[config.mk]
export PLATFORM = sky130hd
export DESIGN_NAME = eip_top
export DESIGN_NICKNAME = d
export VERILOG_FILES = /design/src/eip_pkg.sv /design/src/eip_gate.sv /design/src/eip_sfr_reg.sv /design/src/eip_top.sv
export SDC_FILE = /design/constraint.sdc
export NUM_CORES = 1
export LEC_CHECK = 0
export ABC_AREA = 0
export BUFFER_PORTS_ARGS = -buffer_cell sky130_fd_sc_hd__buf_2
export CAP_MARGIN = 25
export CORE_ASPECT_RATIO = 0.8
export CORE_MARGIN = 2
export CORE_UTILIZATION = 35
export CTS_CLUSTER_SIZE = 16
export DETAILED_ROUTE_END_ITERATION = 7
export GPL_TIMING_DRIVEN = 1
export SLEW_MARGIN = 30
export SYNTH_ARGS = -nofsm -noshare
export SYNTH_HDL_FRONTEND = slang
export SYNTH_SLANG_ARGS = --single-unit
[constraint.sdc]
create_clock -name ref_clk -period 3.7 [get_ports ref_clk]
set_input_delay 0.555 -clock ref_clk [delete_from_list [all_inputs] [get_ports ref_clk]]
set_output_delay 0.555 -clock ref_clk [all_outputs]
set_load 0.005 [all_outputs]
[src/eip_pkg.sv]
package eip_pkg;
    // Special-function addresses, decoded on every page
    localparam logic [7:0] ENABLE_ONE_ADDR = 8'he6;
    localparam logic [7:0] PRIORITY_ONE_ADDR = 8'hf6;
    localparam logic [7:0] ENABLE_ONE_RESET = 8'h00;
    localparam logic [7:0] PRIORITY_ONE_RESET = 8'h00;
    // Source positions, shared by both registers
    localparam int SRC_TWO_WIRE = 0;
    localparam int SRC_RTC_ALARM = 1;
    localparam int SRC_WINDOW_CMP = 2;
    localparam int SRC_CONV_DONE = 3;
    localparam int SRC_COUNTER_ARRAY = 4;
    localparam int SRC_CMP_ZERO = 5;
    localparam int SRC_CMP_ONE = 6;
    localparam int SRC_TIMER_THREE = 7;
    localparam int NUM_SRC = 8;
endpackage

[src/eip_gate.sv]
`timescale 1ns/1ps
// Masks raw source levels and splits them by priority level
module eip_gate (
    input wire logic [7:0] raw_req,
    input wire logic [7:0] enable,
    input wire logic [7:0] priority_sel,
    output logic [7:0] req_high,
    output logic [7:0] req_low
);
    genvar g;
    // Masking only blocks the request; the source flag itself is untouched
    generate
        for (g = 0; g < eip_pkg::NUM_SRC; g++) begin : g_src
            assign req_high[g] = raw_req[g] & enable[g] & priority_sel[g];
            assign req_low[g] = raw_req[g] & enable[g] & ~priority_sel[g];
        end
    endgenerate
endmodule

[src/eip_sfr_reg.sv]
`timescale 1ns/1ps
// One 8-bit read/write special-function register
module eip_sfr_reg #(
    parameter logic [7:0] ADDR = 8'h00,
    parameter logic [7:0] RESET_VAL = 8'h00
) (
    input wire logic ref_clk,
    input wire logic rst_sync_n,
    input wire logic [7:0] sfr_addr,
    input wire logic sfr_wr,
    input wire logic [7:0] sfr_wdata,
    output logic [7:0] value,
    output logic hit
);
    logic [7:0] value_r;
    logic [7:0] value_nxt;

    // Page bits are not looked at, so the register answers on every page
    assign hit = (sfr_addr == ADDR);
    assign value = value_r;

    // Next value
    always_comb begin
        value_nxt = value_r;
        if (sfr_wr && hit) begin
            value_nxt = sfr_wdata;
        end
    end

    // Register
    always_ff @(posedge ref_clk or negedge rst_sync_n) begin
        if (!rst_sync_n) begin
            value_r <= RESET_VAL;
        end else begin
            value_r <= value_nxt;
        end
    end
endmodule

[src/eip_top.sv]
`timescale 1ns/1ps
module eip_top (
    // Clock and external reset
    input wire logic ref_clk,
    input wire logic rst_n,
    // Register bus
    input wire logic [7:0] sfr_addr,
    input wire logic sfr_wr,
    input wire logic [7:0] sfr_wdata,
    input wire logic sfr_rd,
    output logic [7:0] sfr_rdata,
    output logic sfr_sel,
    // Request flags from the peripherals
    input wire logic timer_three_low_overflow,
    input wire logic timer_three_high_overflow,
    input wire logic cmp_one_rise_flag,
    input wire logic cmp_one_fall_flag,
    input wire logic cmp_zero_rise_flag,
    input wire logic cmp_zero_fall_flag,
    input wire logic counter_array_req,
    input wire logic conv_done_flag,
    input wire logic window_cmp_flag,
    input wire logic rtc_alarm_req,
    input wire logic two_wire_req,
    // Masked requests to the core, one vector per level
    output logic [7:0] irq_high,
    output logic [7:0] irq_low
);
    ////////////////////////////////////////////////////////////////////////////
    // Reset synchroniser stages
    logic rst_meta_r;
    logic rst_meta_nxt;
    logic rst_sync_r;
    logic rst_sync_nxt;

    // Register values and address hits
    logic [7:0] enable_val;
    logic [7:0] prio_val;
    logic enable_hit;
    logic prio_hit;

    // One merged request line per source
    logic timer_three_src;
    logic cmp_one_src;
    logic cmp_zero_src;
    logic counter_array_src;
    logic conv_done_src;
    logic window_cmp_src;
    logic rtc_alarm_src;
    logic two_wire_src;

    // Enable field per source
    logic timer_three_irq_en;
    logic cmp_one_irq_en;
    logic cmp_zero_irq_en;
    logic counter_array_irq_en;
    logic conv_done_irq_en;
    logic window_cmp_irq_en;
    logic rtc_alarm_irq_en;
    logic two_wire_irq_en;

    // Priority field per source
    logic timer_three_irq_prio;
    logic cmp_one_irq_prio;
    logic cmp_zero_irq_prio;
    logic counter_array_irq_prio;
    logic conv_done_irq_prio;
    logic window_cmp_irq_prio;
    logic rtc_alarm_irq_prio;
    logic two_wire_irq_prio;

    // Vectors in source order
    logic [7:0] raw_req;
    logic [7:0] enable_sel;
    logic [7:0] prio_sel;
    logic [7:0] req_high;
    logic [7:0] req_low;

    // Read-back and request state
    logic [7:0] rdata_r;
    logic [7:0] rdata_nxt;
    logic [7:0] irq_high_r;
    logic [7:0] irq_high_nxt;
    logic [7:0] irq_low_r;
    logic [7:0] irq_low_nxt;

    // Places one bit per source at its position; all three vectors share it
    function automatic logic [7:0] pack_sources(
        input logic timer_three,
        input logic cmp_one,
        input logic cmp_zero,
        input logic counter_array,
        input logic conv_done,
        input logic window_cmp,
        input logic rtc_alarm,
        input logic two_wire
    );
        logic [7:0] bits_v;
        bits_v = 8'h00;
        bits_v[eip_pkg::SRC_TIMER_THREE] = timer_three;
        bits_v[eip_pkg::SRC_CMP_ONE] = cmp_one;
        bits_v[eip_pkg::SRC_CMP_ZERO] = cmp_zero;
        bits_v[eip_pkg::SRC_COUNTER_ARRAY] = counter_array;
        bits_v[eip_pkg::SRC_CONV_DONE] = conv_done;
        bits_v[eip_pkg::SRC_WINDOW_CMP] = window_cmp;
        bits_v[eip_pkg::SRC_RTC_ALARM] = rtc_alarm;
        bits_v[eip_pkg::SRC_TWO_WIRE] = two_wire;
        return bits_v;
    endfunction

    // Reset release: two stages, so the release never lands mid-edge
    always_comb begin
        rst_meta_nxt = 1'b1;
        rst_sync_nxt = rst_meta_r;
    end

    // Assertion stays asynchronous; only the release is retimed
    always_ff @(posedge ref_clk or negedge rst_n) begin
        if (!rst_n) begin
            rst_meta_r <= 1'b0;
            rst_sync_r <= 1'b0;
        end else begin
            rst_meta_r <= rst_meta_nxt;
            rst_sync_r <= rst_sync_nxt;
        end
    end

    ////////////////////////////////////////////////////////////////////////////
    // Enable register, one bit per source
    eip_sfr_reg #(
        .ADDR(eip_pkg::ENABLE_ONE_ADDR),
        .RESET_VAL(eip_pkg::ENABLE_ONE_RESET)
    ) u_extended_irq_enable_one (
        .ref_clk(ref_clk),
        .rst_sync_n(rst_sync_r),
        .sfr_addr(sfr_addr),
        .sfr_wr(sfr_wr),
        .sfr_wdata(sfr_wdata),
        .value(enable_val),
        .hit(enable_hit)
    );

    // Priority register, same bit layout as the enable register
    eip_sfr_reg #(
        .ADDR(eip_pkg::PRIORITY_ONE_ADDR),
        .RESET_VAL(eip_pkg::PRIORITY_ONE_RESET)
    ) u_extended_irq_priority_one (
        .ref_clk(ref_clk),
        .rst_sync_n(rst_sync_r),
        .sfr_addr(sfr_addr),
        .sfr_wr(sfr_wr),
        .sfr_wdata(sfr_wdata),
        .value(prio_val),
        .hit(prio_hit)
    );

    // Bus select: either register answers its address
    assign sfr_sel = enable_hit | prio_hit;

    // Read data registered; unmapped addresses read zero
    always_comb begin
        rdata_nxt = rdata_r;
        if (sfr_rd) begin
            if (enable_hit) begin
                rdata_nxt = enable_val;
            end else if (prio_hit) begin
                rdata_nxt = prio_val;
            end else begin
                rdata_nxt = 8'h00;
            end
        end
    end

    ////////////////////////////////////////////////////////////////////////////
    // Peripheral side: merged request, enable field and level per source
    // Timer three: either overflow half raises the one request
    // Both halves share one enable bit and one level
    assign timer_three_src = timer_three_low_overflow | timer_three_high_overflow;
    assign timer_three_irq_en = enable_val[eip_pkg::SRC_TIMER_THREE];
    assign timer_three_irq_prio = prio_val[eip_pkg::SRC_TIMER_THREE];

    // Comparator one: rising or falling edge flag
    // Software must clear both flags to drop the request
    assign cmp_one_src = cmp_one_rise_flag | cmp_one_fall_flag;
    assign cmp_one_irq_en = enable_val[eip_pkg::SRC_CMP_ONE];
    assign cmp_one_irq_prio = prio_val[eip_pkg::SRC_CMP_ONE];

    // Comparator zero: rising or falling edge flag
    // Same pairing as comparator one, one bit lower
    assign cmp_zero_src = cmp_zero_rise_flag | cmp_zero_fall_flag;
    assign cmp_zero_irq_en = enable_val[eip_pkg::SRC_CMP_ZERO];
    assign cmp_zero_irq_prio = prio_val[eip_pkg::SRC_CMP_ZERO];

    // Counter array: all of its channels arrive as one merged level
    // Masking here leaves the channel flags pending in the array
    assign counter_array_src = counter_array_req;
    assign counter_array_irq_en = enable_val[eip_pkg::SRC_COUNTER_ARRAY];
    assign counter_array_irq_prio = prio_val[eip_pkg::SRC_COUNTER_ARRAY];

    // Conversion complete from the analog converter
    // Kept apart from the window request so each has its own level
    assign conv_done_src = conv_done_flag;
    assign conv_done_irq_en = enable_val[eip_pkg::SRC_CONV_DONE];
    assign conv_done_irq_prio = prio_val[eip_pkg::SRC_CONV_DONE];

    // Window compare from the analog converter
    // A result inside or outside the window is decided upstream
    assign window_cmp_src = window_cmp_flag;
    assign window_cmp_irq_en = enable_val[eip_pkg::SRC_WINDOW_CMP];
    assign window_cmp_irq_prio = prio_val[eip_pkg::SRC_WINDOW_CMP];

    // Real-time clock alarm, already in this clock domain
    // The alarm source holds its level until software clears it
    assign rtc_alarm_src = rtc_alarm_req;
    assign rtc_alarm_irq_en = enable_val[eip_pkg::SRC_RTC_ALARM];
    assign rtc_alarm_irq_prio = prio_val[eip_pkg::SRC_RTC_ALARM];

    // Two-wire port: all of its causes arrive as one merged level
    // Lowest bit of both registers
    assign two_wire_src = two_wire_req;
    assign two_wire_irq_en = enable_val[eip_pkg::SRC_TWO_WIRE];
    assign two_wire_irq_prio = prio_val[eip_pkg::SRC_TWO_WIRE];

    // Source-ordered vectors for the gate
    assign raw_req = pack_sources(
        timer_three_src,
        cmp_one_src,
        cmp_zero_src,
        counter_array_src,
        conv_done_src,
        window_cmp_src,
        rtc_alarm_src,
        two_wire_src
    );
    assign enable_sel = pack_sources(
        timer_three_irq_en,
        cmp_one_irq_en,
        cmp_zero_irq_en,
        counter_array_irq_en,
        conv_done_irq_en,
        window_cmp_irq_en,
        rtc_alarm_irq_en,
        two_wire_irq_en
    );
    assign prio_sel = pack_sources(
        timer_three_irq_prio,
        cmp_one_irq_prio,
        cmp_zero_irq_prio,
        counter_array_irq_prio,
        conv_done_irq_prio,
        window_cmp_irq_prio,
        rtc_alarm_irq_prio,
        two_wire_irq_prio
    );

    // Mask and level split; bit n of priority pairs with bit n of enable
    eip_gate u_gate (
        .raw_req(raw_req),
        .enable(enable_sel),
        .priority_sel(prio_sel),
        .req_high(req_high),
        .req_low(req_low)
    );

    ////////////////////////////////////////////////////////////////////////////
    // Core side: next request levels straight from the gate
    always_comb begin
        irq_high_nxt = req_high;
        irq_low_nxt = req_low;
    end

    // Outputs registered: one cycle of latency, but glitch-free to the core.
    // A masked flag is a level, so it reappears as soon as it is enabled.
    always_ff @(posedge ref_clk or negedge rst_sync_r) begin
        if (!rst_sync_r) begin
            rdata_r <= 8'h00;
            irq_high_r <= 8'h00;
            irq_low_r <= 8'h00;
        end else begin
            rdata_r <= rdata_nxt;
            irq_high_r <= irq_high_nxt;
            irq_low_r <= irq_low_nxt;
        end
    end

    assign sfr_rdata = rdata_r;
    assign irq_high = irq_high_r;
    assign irq_low = irq_low_r;
endmodule

# Word level (Yosys, flattened, before mapping)
# Cells that the tools add are included.
# classes
n_addsub	0
bitwise	36
magnitude_cmp	0
n_div	0
n_shift	0
eq_ne	2
n_reduce_logical	2
multipliers	0
mux	2
# op_table
cell	n
$and A1 B1 Y1	24
$eq A8 B8 Y1 const B	2
$mux W8	2
$not A1 Y1	8
$or A1 B1 Y1	4
$logic_and A1 B1 Y1	2
# totals
input_bits	31
out_inout_bits	25
n_memories	0
latch_bits	0
regBits	42
ram_bits	0
mem_bits_ro	0

# Logic depth before layout (Yosys ltp)
# Gate-level depths: netlist (run 1).
# logic_depth
word_depth	3
depth_mapped	4
depth_no_buf	3

# Hierarchy
# Synthesis (run 1) repeated with hierarchy kept, for this count alone.
# hier_totals
cells_unflattened	127
hier_area_um2	1740.4
# modules_own_cells
module	n_inst	seq_area_each_um2	cells_per_inst	area_per_inst_um2
eip_top	1	650.6	67	882.1
eip_sfr_reg (u_extended_irq_enable_one)	1	200.2	22	365.4
eip_sfr_reg (u_extended_irq_priority_one)	1	200.2	22	362.8
eip_gate	1	0.0	16	130.1

# Worst setup path after synthesis (run 1)
# OpenSTA, ideal clock, no wires.
# synth_timing
kind	in2out
start	input sfr_addr[3]
end	output sfr_sel
arrival_time_ps	1372
path_slack_ps	1773
path_stages	4
required_ps	3145
cell_sequence	nand3b_1 or2_2 clkbuf_1 inv_1
# synth_via
elab_chain_cells	2
elab_cells_between_ends	3
# synth_lines
item	line	text
from (decl)	eip_top.sv:7	input wire logic [7:0] sfr_addr,
$eq A8 B8 Y1	eip_sfr_reg.sv:19	assign hit = (sfr_addr == ADDR);
$or A1 B1 Y1 *	eip_top.sv:158	assign sfr_sel = enable_hit | prio_hit;
to (decl)	eip_top.sv:12	output logic sfr_sel,
# Mark *: on every way between the ends. The rest lies on a longest branch, timed or not.

# Worst setup path in the final report (run 1)
# Ends and elaborated chain as after synthesis.

==> results.md, run 1 <==
- Slew Limit Fails: 0
- Static Leakage: 1.142 nW
- Unrepaired setup endpoints after global routing: no
- DRT iter0 DRCs: 73
- Critical Path Max Stage Delay: 0.43 ns
- Status: completed
- Slowest-stage cell, CP: or2_2
- First-pass GRT wire length: 5326 um
- Commonest non-fill, non-tap cells in the layout: buf_2 (55), dfrtp_1 (41), mux2_2 (24), nand2_1 (14), inv_1 (13)
- GR Overflow Total: 0
- Mapped Area: 0.001662 mm2
- Synth area leader: dfrtp_1
- Initial Util: 36.36%
- Cells after DPL: 241
- Vias: 1129
- Top delay family on crit path: simple AND/OR/NAND/NOR gates
- Wire length per cell: 13.24 um
- Routed Antenna Nets: 0
- Largest net degree at the start of global routing: 41
- Core box area: 0.004569 mm2
- CTS tree: yes
- Yosys warns: 0
- Mapped Avg Cell Area: 12.78 um2
- Cell variety after synth: 17
- Setup TNS: 0 ns
- Top cells by area, synth: dfrtp_1 (63%), mux2_2 (16%), nand2_1 (3.2%)
- Register bit total from synthesis: 42
- GRT Util Overall: 13.56%
- Slew headroom: 50.66%
- Final Hold Fails: 0
- Syn Nets: 161
- I/O pin cnt: 56
- Rows: 22
- Port bufs: 55
- Remaining DRCs: 0
- Crit path DAT: 1.54 ns
- Hold Crit Class: primary input to async pin
- Skew-Pair Late Insertion Delay: 0.29 ns
- Drt first pass iters: 4
- Share of the synthesized area in the top cell type: 63.25%
- WS Path Type: primary input to output pin
- Post-cts sizing count: 0
- Gpl congestion: 0.6601
- Final Skew: 0.006922 ns
- Fillcell total: 455
- Tmin final: 2.090 ns
- Critical Path RT: 3.14 ns
- Place WS: 1.596 ns
- Reg clk slew, reported paths: 0.08 ns
- Power Dens Cells: 403.3 mW/mm2
- Hpwl dp: 2350 um
- Die area: 0.005318 mm2
- Initial antenna violation count: 0
- VDD IR-drop max: 0.2221 mV
- CP cell instances: buf_2 -> nand3b_1 -> or2_2 -> inv_1 -> buf_2
- Worst-margin pin slew: 0.7346 ns
- Die Height: 65.63 um
- Antenna fix cells: 0
- CTS sink count: 42
- MaxCap Viol Count: 0
- Crit share post-route: 56.49%
- TritonCTS buffer count: 5
- Final WL: 3296 um
- Vias in the first global route: 1155
- Slack of the critical path: 1.610 ns
- CTS Buffer Depth: 2
- Final setup fails: 0
- Syn Inst Count: 130
- Area Overhead vs Synth: 25.68%
- Buf/Inv on CP: 3
- Post-route insts no fill: 249
- Avg Vias per Cell: 4.534
- DIE WIDTH: 81.04 um
- Setup crit start kind: primary input
- Crit-path max FO: 9
- Number of setup buffers added after CTS: 0
- Max Freq: 478.4 MHz
- Number of H-tree levels: 2
- Final nets: 219
- Hold Buf Count CTS: 0
- Sequential area share after synthesis: 63.25%
- Clock Root Buffer: clkbuf_8
- Layout cell share with drive strength beyond 1: 48.68%
- Crit. End Element: output pin
- Most common cell after layout, fill and taps aside: buf_2
- Cell mode on critical path: buf_2
==> synthesized netlist by cell type <==
cell type / count
and3_1: 5
nor4_4: 1
nor2_1: 11
inv_1: 13
nor3_4: 1
nand3b_1: 1
nand2_1: 14
buf_1: 1
o21ai_0: 3
mux2_2: 24
o22ai_1: 8
dfrtp_1: 42
buf_6: 1
conb_1: 1
clkbuf_1: 2
or2_2: 1
nand4b_4: 1
==> metrics by stage <==
step	cell area, um2	total power [mW]	hold WS [ns]	util, %
floorplan	1662	0.5183	0.2594	-
global placement	1991	0.5427	0.3375	43.57
detailed placement	1991	0.5462	0.3401	43.57
CTS	2086	0.8541	0.02310	45.65
global route	2088	0.8800	0.01496	45.70
finish	2088	0.8423	0.03047	45.70
==> flip-flops by register name, indices dropped and copies added (netlist names) <==
register	count
irq_high	8
irq_low	8
sfr_rdata	8
u_extended_irq_enable_one.value	8
u_extended_irq_priority_one.value	8
rst_meta_r	1
rst_sync_r	1
==> cell families (layout without fill, tap and decap cells) <==
family	after synthesis	count (layout)	synth area share, %
buffers and inverters	17	76	4.292
and+or+nand+nor	35	35	12.05
muxes	24	24	16.27
AOI/OAI and AO/OA	11	11	3.916
DFF	42	42	63.25
other	1	1	0.2257
==> worst register-to-register path: stages (launching register included) <==
cell	delay (ns)
dfrtp_1	0.42
mux2_2	0.27
nand2_1	0.06
o22ai_1	0.06
==> worst paths after layout <==
| path | start | to | slack (ns) | cells after the start |
|---|---|---|---|---|
| min reg2reg | rst_sync_r | irq_high[0] | 0.30 | 0 |
| max in group asynchronous | rst_sync_r | u_extended_irq_enable_one.value[2] | 3.04 | 0 |
| min | rst_n | rst_sync_r | 0.03 | 1 |
| min in group ref_clk | rst_meta_r | rst_sync_r | 0.36 | 0 |
| max | sfr_addr[3] | sfr_sel | 1.61 | 5 |
| max reg2reg | u_extended_irq_priority_one.value[2] | sfr_rdata[2] | 2.76 | 3 |
==> power by group <==
| part | switching (mW) | leakage, nW | internal, mW | total (mW) |
|---|---|---|---|---|
| Clock | 0.156 | 0.0472 | 0.150 | 0.306 |
| Sequential | 0.0161 | 0.578 | 0.471 | 0.487 |
| Combinational | 0.0215 | 0.517 | 0.0274 | 0.0488 |
| Total | 0.194 | 1.14 | 0.649 | 0.842 |
==> per-layer routing <==
layer	up-vias	global-route usage [%]	part of all wire, %
met4	0	3.814	0.64
met2	40	22.31	47
met5	-	0	0
met3	3	5.495	8.9
met1	542	16.43	44
li1	544	-	-
==> layout make-up <==
class | instances | area, um2 | share of cell area (%)
Sequential cell | 42 | 1055 | 50.51
Multi-Input combinational cell | 71 | 539.3 | 25.82
Timing Repair Buffer | 55 | 275.3 | 13.18
Clock buffer | 6 | 82.58 | 3.954
Tap cell | 60 | 75.07 | 3.595
Inverter | 13 | 48.80 | 2.337
Clock inverter | 2 | 12.51 | 0.5992
(Power assumes the default switching activity.)
==> run 2, diff against run 1 <==
- ABC_AREA: 0 -> 1
- clock period: 3.7 -> 2 ns (I/O delays scaled with it)
==> results.md, run 2 <==
- Vias: 1357 (+20%)
- Power share of the combinational group: 7.5% (+1.7 points)
- Tmin final: 1.393 ns
- Crit-path max FO: 19 (+10)
- Syn Inst Count: 182 (+40%)
- Yosys warns: 0 (unchanged)
- Vias in the first global route: 1239 (+7.3%)
- Most frequent cell after synthesis: nand2_1
- Rows: 23 (+4.5%)
- Synth Flop Type: dfrtp_1
- GR Overflow Total: 0 (unchanged)
- Clock Root Buffer: clkbuf_8
- GRT Util Overall: 13.38% (-0.18 points)
- Critical Path RT: 1.70 ns (-1.44 ns)
- Hold Crit Class: primary input to register
- Share of the synthesized area in the top cell type: 59.28% (-4.0 points)
- Critical Path Max Stage Delay: 0.27 ns (-0.16 ns)
- Status: completed
- Crit. End Element: output pin
- Layout Utilization: 44.39% (-1.3 points)
- Area fraction in compound gates after synthesis: 9.174% (+5.3 points)
- Hpwl dp: 2537 um (+8.0%)
- Adder-cell area share of the yosys netlist: 0% (unchanged)
- Unrepaired setup endpoints after global routing: no
- Synth area leader: dfrtp_1
- Layout cell share with drive strength beyond 1: 36.63% (-12 points)
- Final Hold Fails: 0 (unchanged)
- Slack of the critical path: 0.6072 ns (-1.003 ns)
- Antenna fix cells: 0 (unchanged)
- Total net switching power: 0.3802 mW (+96%)
- Cell mode on critical path: buf_2
- Static Leakage: 1.235 nW (+8.2%)
- CTS Buffer Depth: 2 (unchanged)
- Cell variety after synth: 15 (-2)
- Commonest non-fill, non-tap cells in the layout: nand2_1 (55), buf_2 (55), dfrtp_1 (41), inv_1 (20)
- Number of H-tree levels: 2 (unchanged)
- Area Overhead vs Synth: 23.92%
- Gpl congestion: 0.7454 (+13%)
- Die Height: 67.66 um (+3.1%)
- Syn Nets: 213 (+32%)
- Mux cell area share after synthesis: 0% (-16 points)
- Final setup fails: 0 (unchanged)
- Worst-margin pin slew: 0.5006 ns (-0.2340 ns)
- Post-route insts no fill: 305 (+22%)
- Post-cts sizing count: 0 (unchanged)
- Xor/xnor share of the synthesized area: 0% (unchanged)
- Core box area: 0.004950 mm2 (+8.3%)
- Top cells by area, synth: dfrtp_1 (59%), nand2_1 (12%), o21ai_2 (7.9%)
- DRT iter0 DRCs: 79 (+8.2%)
- Largest net degree at the start of global routing: 41 (unchanged)
- Slew headroom: 66.63% (+16 points)
- Final hold slack: 0.2429 ns (+0.2125 ns)
- CP cell instances: buf_2 -> inv_1 -> nand2_1 -> nor2_8 -> o21a_1 -> buf_2
- Mapped Avg Cell Area: 9.741 um2 (-24%)
- Power Dens Cells: 701.8 mW/mm2 (+74%)
- TritonCTS buffer count: 5 (unchanged)
- Max Freq: 718.0 MHz
- Drt first pass iters: 5 (+1)
- Mapped Area: 0.001773 mm2 (+6.7%)
- Clock share of power: 34.9% (-1.5 points)
- Post-synthesis async set-or-reset flop share: 100.0% (unchanged)
- Sequential area share after synthesis: 59.28% (-4.0 points)
- Routed Antenna Nets: 0 (unchanged)
- Largest family of logic cells by synthesized area: simple AND/OR/NAND/NOR gates
- VDD IR-drop max: 0.3356 mV (+51%)
- Cells after DPL: 296 (+23%)
- Final WL: 3508 um (+6.4%)
- DIE WIDTH: 83.58 um (+3.1%)
- First-pass GRT wire length: 5802 um (+8.9%)
- CTS tree: yes
- Final nets: 273 (+25%)
- Sequential share of power: 57.7% (about the same)
- MaxCap Viol Count: 0 (unchanged)
- Remaining DRCs: 0 (unchanged)
- Slew Limit Fails: 0 (unchanged)
- Avg Vias per Cell: 4.449 (-1.9%)
- Buf/Inv on CP: 3 (unchanged)
- Crit path DAT: 1.09 ns (-0.45 ns)
- I/O pin cnt: 56 (unchanged)
- Wire length per cell: 11.50 um (-13%)
- Net Sw Frac: 24.65% (+1.7 points)
- Simple logic cell fraction of the synthesized area: 24.98% (+13 points)
- Place WS: 0.5343 ns (-1.062 ns)
- Setup TNS: 0 ns (unchanged)
- Fillcell total: 502 (+10%)
- Initial antenna violation count: 0 (unchanged)
- Initial Util: 35.82% (-0.54 points)
- WS Path Type: primary input to output pin
- Post-synth top cells: nand2_1 (55), dfrtp_1 (42), inv_1 (20)
- Die area: 0.005655 mm2 (+6.3%)
- Reg clk slew, reported paths: 0.08 ns (about the same)
- Top delay family on crit path: simple AND/OR/NAND/NOR gates
- Final Skew: 0.004225 ns (-0.002697 ns)
- Port bufs: 55 (unchanged)
- Slowest-stage cell, CP: nor2_8
- Setup crit start kind: primary input
- CTS sink count: 42 (unchanged)
- Register bit total from synthesis: 42 (unchanged)
- Skew-Pair Late Insertion Delay: 0.29 ns (about the same)
- Crit share post-route: 69.64%
- EDFF count, synth: 0 (unchanged)
- Number of setup buffers added after CTS: 0 (unchanged)
- Int Pwr: 1.162 mW (+79%)
==> run 2: final timing paths <==
check | start | endpoint | slack (ns) | depth (start not counted)
worst min register to register | rst_sync_r | irq_high[7] | 0.31 | 1
worst max-delay path | sfr_addr[0] | sfr_sel | 0.61 | 6
max in group asynchronous | rst_sync_r | irq_low[0] | 1.33 | 1
worst min-delay path | counter_array_req | irq_low[4] | 0.24 | 3
worst max register to register | u_extended_irq_priority_one.value[4] | sfr_rdata[4] | 1.21 | 4
min in group asynchronous | rst_n | rst_sync_r | 0.31 | 2
==> run 2: per-stage QoR <==
step	power (mW)	area (um2)
after CTS	1.566	2197
final	1.542	2197
after floorplan	0.9679	1773
after global placement	1.021	2097
after global routing	1.624	2197
after detailed placement	1.024	2097
==> run 2: cell type report <==
class                      instances  area [um2]  area share (%)
clock inverter                     3       21.27          0.9681
tap                               62       77.57           3.531
sequential                        42        1052           47.89
timing repair buffer              57       292.8           13.33
multi-input combinational        116       609.3           27.73
inverter                          20       75.07           3.417
clock buffer                       5       68.82           3.132
==> run 2: repair_timing <==
action                                  in CTS  in global routing
hold endpoints to repair                     2                  0
hold buffers                                 1                  0
endpoints found under the setup margin       0                  0
==> run 2: power by group through the flow <==
stage	sequential (mW)	combinational (mW)	clock, mW
after detailed placement	0.906	0.117	0
after CTS	0.889	0.119	0.558
after global routing	0.893	0.132	0.599
after floorplan	0.912	0.0555	0
after global placement	0.906	0.115	0
final	0.889	0.115	0.538
==> run 2: worst min-delay path: stages <==
cell	delay [ns]
buf_2	0.09
nand2_1	0.07
nor2_1	0.04
==> run 2: kinds of logic (layout without fill, tap and decap cells) <==
kind of cell	count (synthesis)	after routing
AND/OR/NAND/NOR	95	95
other	1	1
flip-flops	42	42
buffers and inverters	24	85
AO/OA/AOI/OAI	20	20
==> run 2: per-layer routing <==
layer / wire, um / part of all wire [%] / GRT usage, % / up-vias
li1: - / - / - / 692
met1: 1651 / 47 / 18.03 / 614
met5: 0 / 0 / 0 / -
met2: 1593 / 45 / 20.60 / 45
met4: 28 / 0.80 / 3.629 / 0
met3: 235 / 6.7 / 4.890 / 6
